`src/common/ipc_regs.svh`:
```
// Purpose: constants for the incremental position counter
// Assumes: signed two's-complement track samples
// Notes:   widths are defaults; only the position width is a module parameter (POS_W)
`ifndef IPC_REGS_SVH
`define IPC_REGS_SVH

// ----------------------------------------------------------------
// Widths
// ----------------------------------------------------------------
`define IPC_SAMPLE_W 12
`define IPC_POS_W    16
`define IPC_SQ_W     25

// ----------------------------------------------------------------
// Reset values
// ----------------------------------------------------------------
`define IPC_POS_RESET 16'h0000

`endif

```
`src/common/ipc_pkg.sv`:
```
// Purpose: shared types for the incremental position counter
// Assumes: ipc_regs.svh gives the widths
// Notes:   thresholds travel as one packed pair per track
`include "ipc_regs.svh"
package ipc_pkg;

    // ------------------------------------------------------------
    // Types
    // ------------------------------------------------------------
    typedef logic signed [`IPC_SAMPLE_W-1:0] ipc_sample_type;

    typedef struct packed {
        ipc_sample_type on_level;
        ipc_sample_type off_level;
    } ipc_thresh_type;

    typedef enum logic [0:0] {
        IPC_DIR_DOWN = 1'b0,
        IPC_DIR_UP   = 1'b1
    } ipc_dir_type;

endpackage

```
`src/ipc_counter.sv`:
```
// Purpose: incremental position from sine and cosine tracks
// Assumes: track samples and controls are synchronous to clk
// Notes:   square waves pass a two-flop stage before decoding
`timescale 1ns/1ns
`include "ipc_regs.svh"
module ipc_counter #(
    parameter int POS_W = `IPC_POS_W
) (
    // Clock and reset
    input  wire logic                    clk,
    input  wire logic                    rst,
    // Track samples and shaper thresholds
    input  wire ipc_pkg::ipc_sample_type cos_sample,
    input  wire ipc_pkg::ipc_sample_type sin_sample,
    input  wire ipc_pkg::ipc_thresh_type cos_thresh,
    input  wire ipc_pkg::ipc_thresh_type sin_thresh,
    // Phasor band, squared lengths
    input  wire logic [`IPC_SQ_W-1:0]    len_sq_min,
    input  wire logic [`IPC_SQ_W-1:0]    len_sq_max,
    // Counter load
    input  wire logic                    load,
    input  wire logic [POS_W-1:0]        start_pos,
    // Results
    output logic [POS_W-1:0]             position_q,
    output ipc_pkg::ipc_dir_type         dir_q,
    output logic                         count_pulse_q,
    output logic                         illegal_q,
    output logic                         phasor_fault_q,
    output logic                         cos_square_q,
    output logic                         sin_square_q
);
    import ipc_pkg::*;

    // ------------------------------------------------------------
    // Shapers
    // ------------------------------------------------------------
    logic cos_sq;
    logic sin_sq;

    ipc_shaper u_cos_shaper (
        .clk      (clk),
        .rst      (rst),
        .sample   (cos_sample),
        .thresh   (cos_thresh),
        .square_q (cos_sq)
    );

    ipc_shaper u_sin_shaper (
        .clk      (clk),
        .rst      (rst),
        .sample   (sin_sample),
        .thresh   (sin_thresh),
        .square_q (sin_sq)
    );

    // ------------------------------------------------------------
    // Synchroniser and edge history
    // ------------------------------------------------------------
    // The shapers may later become analogue comparators, so the
    // two-flop stage stays even though the samples are synchronous.
    logic a_s1_q;
    logic b_s1_q;
    logic a_s2_q;
    logic b_s2_q;
    logic a_prev_q;
    logic b_prev_q;

    always_ff @(posedge clk or posedge rst) begin
        if (rst) begin
            a_s1_q   <= 1'b0;
            b_s1_q   <= 1'b0;
            a_s2_q   <= 1'b0;
            b_s2_q   <= 1'b0;
            a_prev_q <= 1'b0;
            b_prev_q <= 1'b0;
        end else begin
            a_s1_q   <= cos_sq;
            b_s1_q   <= sin_sq;
            a_s2_q   <= a_s1_q;
            b_s2_q   <= b_s1_q;
            a_prev_q <= a_s2_q;
            b_prev_q <= b_s2_q;
        end
    end

    // ------------------------------------------------------------
    // Quadrature decoder
    // ------------------------------------------------------------
    wire logic        a_edge;
    wire logic        b_edge;
    wire logic        step;
    wire logic        both;
    wire ipc_dir_type dir_d;

    assign a_edge = a_s2_q ^ a_prev_q;
    assign b_edge = b_s2_q ^ b_prev_q;
    assign step   = a_edge ^ b_edge;
    assign both   = a_edge & b_edge;
    // Cosine leading sine counts up; any lead below 180 degrees
    // still gives the right sign, beyond it the sign flips.
    assign dir_d  = ipc_dir_type'(a_s2_q ^ b_prev_q);

    // ------------------------------------------------------------
    // Position counter
    // ------------------------------------------------------------
    logic [POS_W-1:0] position_d;

    assign position_d = load ? start_pos :
        (!step ? position_q :
         (dir_d == IPC_DIR_UP) ? position_q + 1'b1 :
                                 position_q - 1'b1);

    always_ff @(posedge clk or posedge rst) begin
        if (rst) begin
            position_q    <= POS_W'(`IPC_POS_RESET);
            dir_q         <= IPC_DIR_UP;
            count_pulse_q <= 1'b0;
            illegal_q     <= 1'b0;
        end else begin
            position_q    <= position_d;
            dir_q         <= step ? dir_d : dir_q;
            count_pulse_q <= step;
            illegal_q     <= both;
        end
    end

    // ------------------------------------------------------------
    // Phasor length monitor
    // ------------------------------------------------------------
    // Squares avoid a root; the band limits are given squared.
    wire logic [`IPC_SQ_W-1:0] len_sq;
    wire logic                 out_of_band;

    assign len_sq = `IPC_SQ_W'(cos_sample * cos_sample) +
                    `IPC_SQ_W'(sin_sample * sin_sample);
    assign out_of_band = (len_sq < len_sq_min) || (len_sq > len_sq_max);

    always_ff @(posedge clk or posedge rst) begin
        if (rst) begin
            phasor_fault_q <= 1'b0;
            cos_square_q   <= 1'b0;
            sin_square_q   <= 1'b0;
        end else begin
            phasor_fault_q <= out_of_band;
            cos_square_q   <= a_s2_q;
            sin_square_q   <= b_s2_q;
        end
    end

    // ------------------------------------------------------------
    // Checks
    // ------------------------------------------------------------
    a_sync_delay: assert property (@(posedge clk) disable iff (rst)
        ##2 (a_s2_q == $past(cos_sq, 2)) && (b_s2_q == $past(sin_sq, 2)))
        else $error("synchroniser delay wrong");
    a_load_takes: assert property (@(posedge clk) disable iff (rst)
        load |=> position_q == $past(start_pos))
        else $error("load did not take start position");
    a_count_up: assert property (@(posedge clk) disable iff (rst)
        (!load && step && dir_d == IPC_DIR_UP)
        |=> count_pulse_q && position_q == POS_W'($past(position_q) + 1'b1))
        else $error("up step wrong");
    a_count_down: assert property (@(posedge clk) disable iff (rst)
        (!load && step && dir_d == IPC_DIR_DOWN)
        |=> position_q == POS_W'($past(position_q) - 1'b1))
        else $error("down step wrong");
    a_hold_idle: assert property (@(posedge clk) disable iff (rst)
        (!load && !count_pulse_q) ##1 (!$past(load) && !count_pulse_q)
        |-> $stable(position_q))
        else $error("position moved without pulse");
    a_single_edge: assert property (@(posedge clk) disable iff (rst)
        ($changed(a_s2_q) != $changed(b_s2_q)) |=> count_pulse_q)
        else $error("edge gave no count pulse");
    a_both_illegal: assert property (@(posedge clk) disable iff (rst)
        ($changed(a_s2_q) && $changed(b_s2_q)) |=> illegal_q && !count_pulse_q)
        else $error("double edge not flagged");
    a_dir_forward: assert property (@(posedge clk) disable iff (rst)
        ($rose(a_s2_q) && !b_s2_q && $stable(b_s2_q)) |=> dir_q == IPC_DIR_UP)
        else $error("forward edge gave down direction");
    a_fault_band: assert property (@(posedge clk) disable iff (rst)
        (len_sq > len_sq_max) ##1 (len_sq >= len_sq_min) |-> phasor_fault_q)
        else $error("phasor fault missed");
    a_fault_clear: assert property (@(posedge clk) disable iff (rst)
        (len_sq >= len_sq_min && len_sq <= len_sq_max) |=> !phasor_fault_q)
        else $error("phasor fault in band");
endmodule

```
`src/ipc_shaper.sv`:
```
// Purpose: hysteresis shaper, sampled track to square wave
// Assumes: on_level is above off_level
// Notes:   between thresholds the output keeps its last level
`timescale 1ns/1ns
module ipc_shaper (
    // Clock and reset
    input  wire logic                    clk,
    input  wire logic                    rst,
    // Track and thresholds
    input  wire ipc_pkg::ipc_sample_type sample,
    input  wire ipc_pkg::ipc_thresh_type thresh,
    // Square wave
    output logic                         square_q
);
    import ipc_pkg::*;

    wire logic go_high;
    wire logic go_low;
    logic      square_d;

    assign go_high  = (sample >= thresh.on_level);
    assign go_low   = (sample <= thresh.off_level);
    assign square_d = go_high ? 1'b1 : (go_low ? 1'b0 : square_q);

    always_ff @(posedge clk or posedge rst) begin
        if (rst) begin
            square_q <= 1'b0;
        end else begin
            square_q <= square_d;
        end
    end

    a_shaper_high: assert property (@(posedge clk) disable iff (rst)
        go_high |=> square_q)
        else $error("shaper did not switch high");
    a_shaper_low: assert property (@(posedge clk) disable iff (rst)
        (go_low && !go_high) |=> !square_q)
        else $error("shaper did not switch low");
endmodule

```
`config.mk`:
```
export PLATFORM = sky130hd
export DESIGN_NAME = ipc_counter
export DESIGN_NICKNAME = d
export VERILOG_FILES = /design/src/common/ipc_pkg.sv /design/src/ipc_counter.sv /design/src/ipc_shaper.sv
export VERILOG_INCLUDE_DIRS = /design/src /design/src/common
export SDC_FILE = /design/constraint.sdc
export NUM_CORES = 1
export LEC_CHECK = 0
export BUFFER_PORTS_ARGS = -buffer_cell sky130_fd_sc_hd__buf_2
export CAP_MARGIN = 30
export CORE_MARGIN = 2
export CORE_UTILIZATION = 58
export CTS_BUF_LIST = sky130_fd_sc_hd__clkbuf_8
export DETAILED_ROUTE_END_ITERATION = 12
export HOLD_SLACK_MARGIN = 0.02
export PLACE_DENSITY = 0.79
export SYNTH_ARGS = -nofsm -noshare
export SYNTH_HDL_FRONTEND = slang
export SYNTH_HIERARCHICAL = 1
export SYNTH_SLANG_ARGS = --single-unit
```
`constraint.sdc`:
```
create_clock -name clk -period 6.2 [get_ports clk]
set_input_delay 1.86 -clock clk [delete_from_list [all_inputs] [get_ports clk]]
set_output_delay 1.86 -clock clk [all_outputs]
set_load 0.01 [all_outputs]
```
==> summary.md <==
| Metric | Value |
|---|---|
| Outcome | complete, but fails checks |
| Failing checks | setup timing |
| Placed insts | around 2,300 |
| Post-synthesis sequential area ratio | approximately 4.8% |
| Ant. Diodes | 0 |
| Max cap viols | 0 |
| Clock root cell | clkbuf_8 |
| NumNets Final | 2,603 |
| WHS Path Cells | 0 |
| Port bufs | roughly 160 |
| Crit-path max cell delay | approximately 0.66 ns |
| Yosys cell types | 64 |
| Initial antenna violation count | 1 |
| Setup WS pre-CTS | -2.753 ns |
| WL per Instance | 16.80 um |
| GR Overflow Total | 0 |
| Worst-Margin Slew | 0.8907 ns |
| Num CTS Buffers | 3 |
| Layout cell share with drive strength beyond 1 | 25.71% |
| Reg2Reg Depth | 10 |
| RSZ-0062 raised after global routing | yes |
| Critical Path RT | 6.38 ns |
| Final wirelength | 38.38 mm |
| Pin count of the biggest net entering global routing | 34 |
| CTS clk-pin slew, worst paths | 0.12 ns |
| Starting Density | 59.33% |
| Syn avg cell area | 8.981 um^2 |
| Drt first-iter violations | 866 |
| Row count | 57 |
| Die W | between 150 and 200 um |
| Max stage delay cell, worst path | fa_2 |
| Period utilization | 139.3% |
| CTS tree | done |
| CTS Buffer Depth | 2 |
| Crit. End Element | flip-flop |
| Worst Path Class, Setup | in -> reg |
| Core area | 24,460 um^2 |
| Crit path time final | 8.637 ns |
| Met3 routed WL | 2.147 mm |
| Crit path max-delay family | adder cells |
| Post-synth top flop | dfrtp_1 |
| Endpoints failing hold | 0 |
| WL met2 | between 15 and 20 mm |
| Post-route insts no fill | ~2,300 |
| Worst-path maximum fanout | 9 |
| Critical Path Start Type | input port |
| # DRC | 0 |
| Placer Congestion | 0.9222 |
| Die Y | 162.2 um |
| Vias per cell | 5.327 |
| Htree depth | 1 |
| Area grow syn2layout | 23.57% |
| First drt pass iteration count | 5 |
| FF-to-FF setup slack | 2.64 ns |
| Uppermost layer routed | met4 |
| Metal-1 WL | 15.31 mm |
| First-pass GRT wire length | 63.94 mm |
| GRT Resource Usage Total | about 30% |
| Clock insertion delay at the later pin of the skew report | 0.30 ns |
| Synthesized cell area | 14,510 um^2 |
| Slew Viols, Final | 0 |
| Fmax | 115.8 MHz |
| Synth Warn # | 6 |
| Worst reg2reg path endpoint | position_q[15] |
| CP Buf/Inv Count | 7 |
| Number of synthesized register bits | 28 |
| Post-Route Skew | 0.02183 ns |
| Synth Net Count | between 2,000 and 2,500 |
| Relative slew slack | 40.62% |
| HPWL after DPL | 32.81 mm |
| DRT antenna net count | 0 |
| Number of cells on the critical path | 30 |
| Crit-path most repeated cell | fa_1 |
| Post-Syn Instances | 1,616 |
| Synth async-reset ratio | 100.0% |
| Sink Count | 28 |
| Post-synth EDFFs | 0 |
| I/O pins | 163 |
| Die ar. | 26,310 um^2 |
| Final worst slack | -2.437 ns |
| Via count | around 12,000 |
| Worst EP arrival | 8.82 ns |
| Worst Hold Class | reg -> reg |
| Worst R2R Start | sin_square_q |
| Final setup vio count | 1 |
| Vias in the first global route | 13,480 |
| Worst Setup SP | cos_sample[2] |
| Crit path to | phasor_fault_q |
[cells by family after synthesis]
kind of cell               after synthesis  share of synthesized area (%)
muxes                                   10                         0.6897
xor gates and xnor gates                55                          3.319
DFF                                     28                          4.836
buffers and inverters                  523                          13.55
adders and majority gates              501                          58.34
and+or+nand+nor                        303                          10.59
AOI/OAI and AO/OA                      196                          8.673
[flip-flops by register name (all words and copies together), names as in the netlist]
| register | flops |
|---|---|
| a_s2_q | 1 |
| dir_q | 1 |
| b_s1_q | 1 |
| a_s1_q | 1 |
| b_s2_q | 1 |
| u_cos_shaper/square_q | 1 |
| illegal_q | 1 |
| count_pulse_q | 1 |
| phasor_fault_q | 1 |
| u_sin_shaper/square_q | 1 |
| sin_square_q | 1 |
| position_q | 16 |
| a_prev_q | 1 |
[worst reg2reg max path, cell delays in order (launching register included)]
cell and delay [ns]:
dfrtp_1 0.43, xor2_1 0.48, inv_1 0.42, ha_1 0.47, o21ai_0 0.13, o21a_1 0.20
o31ai_1 0.56, a2111oi_0 0.23, nor3_1 0.28, xor2_1 0.16, o21ai_0 0.08
[cells in the final DEF (no fill, tap or decap), types with 7 or more instances in the layout]
cell	count
nand2b_1	12
o31ai_1	7
a21o_1	15
nor2b_1	25
and2_1	43
o21a_1	12
nand3_1	8
nand4_1	20
buf_2	144
buf_4	209
nand2_2	14
nor3_1	12
buf_12	7
and2_4	11
nand2_1	84
inv_1	473
o21ai_0	43
buf_6	7
a21oi_1	49
ha_4	15
xor2_1	13
nor2_2	8
fa_2	16
a21oi_2	11
inv_2	19
xnor2_1	37
nor2_1	37
fa_1	277
mux2i_1	10
ha_1	193
dfrtp_1	27
[what timing repair did]
action / 4_1_cts / 5_1_grt
hold buffers: 0 / 0
pin swaps: 70 / 14
setup buffers: 14 / 2
setup endpoints to repair: 1 / 1
gates resized for setup: 82 / 13
[per-stage QoR]
step	util (%)	cell area, um^2	hold WS (ns)	setup TNS, ns
4_1_cts	73.12	17890	0.3602	-2.181
6_report	73.32	17930	0.3605	-2.437
3_5_place_dp	71.07	17390	0.3363	-2.753
5_1_grt	73.32	17930	0.3679	-2.622
2_1_floorplan	-	14900	0.3312	-2.096
3_3_place_gp	70.96	17360	0.3335	-2.623
[cell usage after synthesis, types with 5 or more instances]
cell type	n	area (um^2)
ha_1	208	2603
fa_1	293	5866
a211oi_1	8	60.06
nor2_1	48	180.2
o21ai_0	48	240.2
mux2i_1	10	100.1
o21a_1	12	90.09
nor2b_1	27	168.9
dfrtp_1	27	675.7
clkbuf_1	28	105.1
o31ai_1	7	52.55
a21o_1	15	112.6
o21bai_1	5	37.54
o211ai_1	6	45.04
and2_1	55	344.1
nand2_1	99	371.6
nand4_1	20	125.1
a21oi_1	60	300.3
inv_1	493	1851
xor2_1	13	113.9
nand2b_1	12	75.07
nor3_1	12	60.06
xnor2_1	42	367.9
nand3_1	10	50.05
[routing by layer]
layer | GRT usage [%] | vias to the layer above
li1 | - | 5606
met1 | 38.90 | 5957
met2 | 53.98 | 481
met3 | 2.732 | 123
met4 | 11.18 | 0
met5 | 0 | -
[cell type report]
| type | count | area [um^2] |
|---|---|---|
| multi-input cells | 1065 | 12340 |
| fillers | 1650 | 6528 |
| repair buffers | 370 | 2559 |
| inverters | 493 | 1853 |
| flip-flops and latches | 28 | 701.9 |
| well taps | 324 | 405.4 |
| clock buffers | 3 | 41.29 |
| clock inverters | 1 | 30.03 |
[worst min path at each step]
stage	slack, ns	from	to
2_1_floorplan	0.33	a_s1_q	a_s2_q
5_1_grt	0.37	b_s1_q	b_s2_q
3_5_place_dp	0.34	b_s1_q	b_s2_q
6_report	0.36	b_s1_q	b_s2_q
3_3_place_gp	0.33	b_s1_q	b_s2_q
4_1_cts	0.36	b_s1_q	b_s2_q
Power is left out: the tool's default activity adds up to more than one toggle a clock period on the data nets, which glitch-free logic cannot reach.
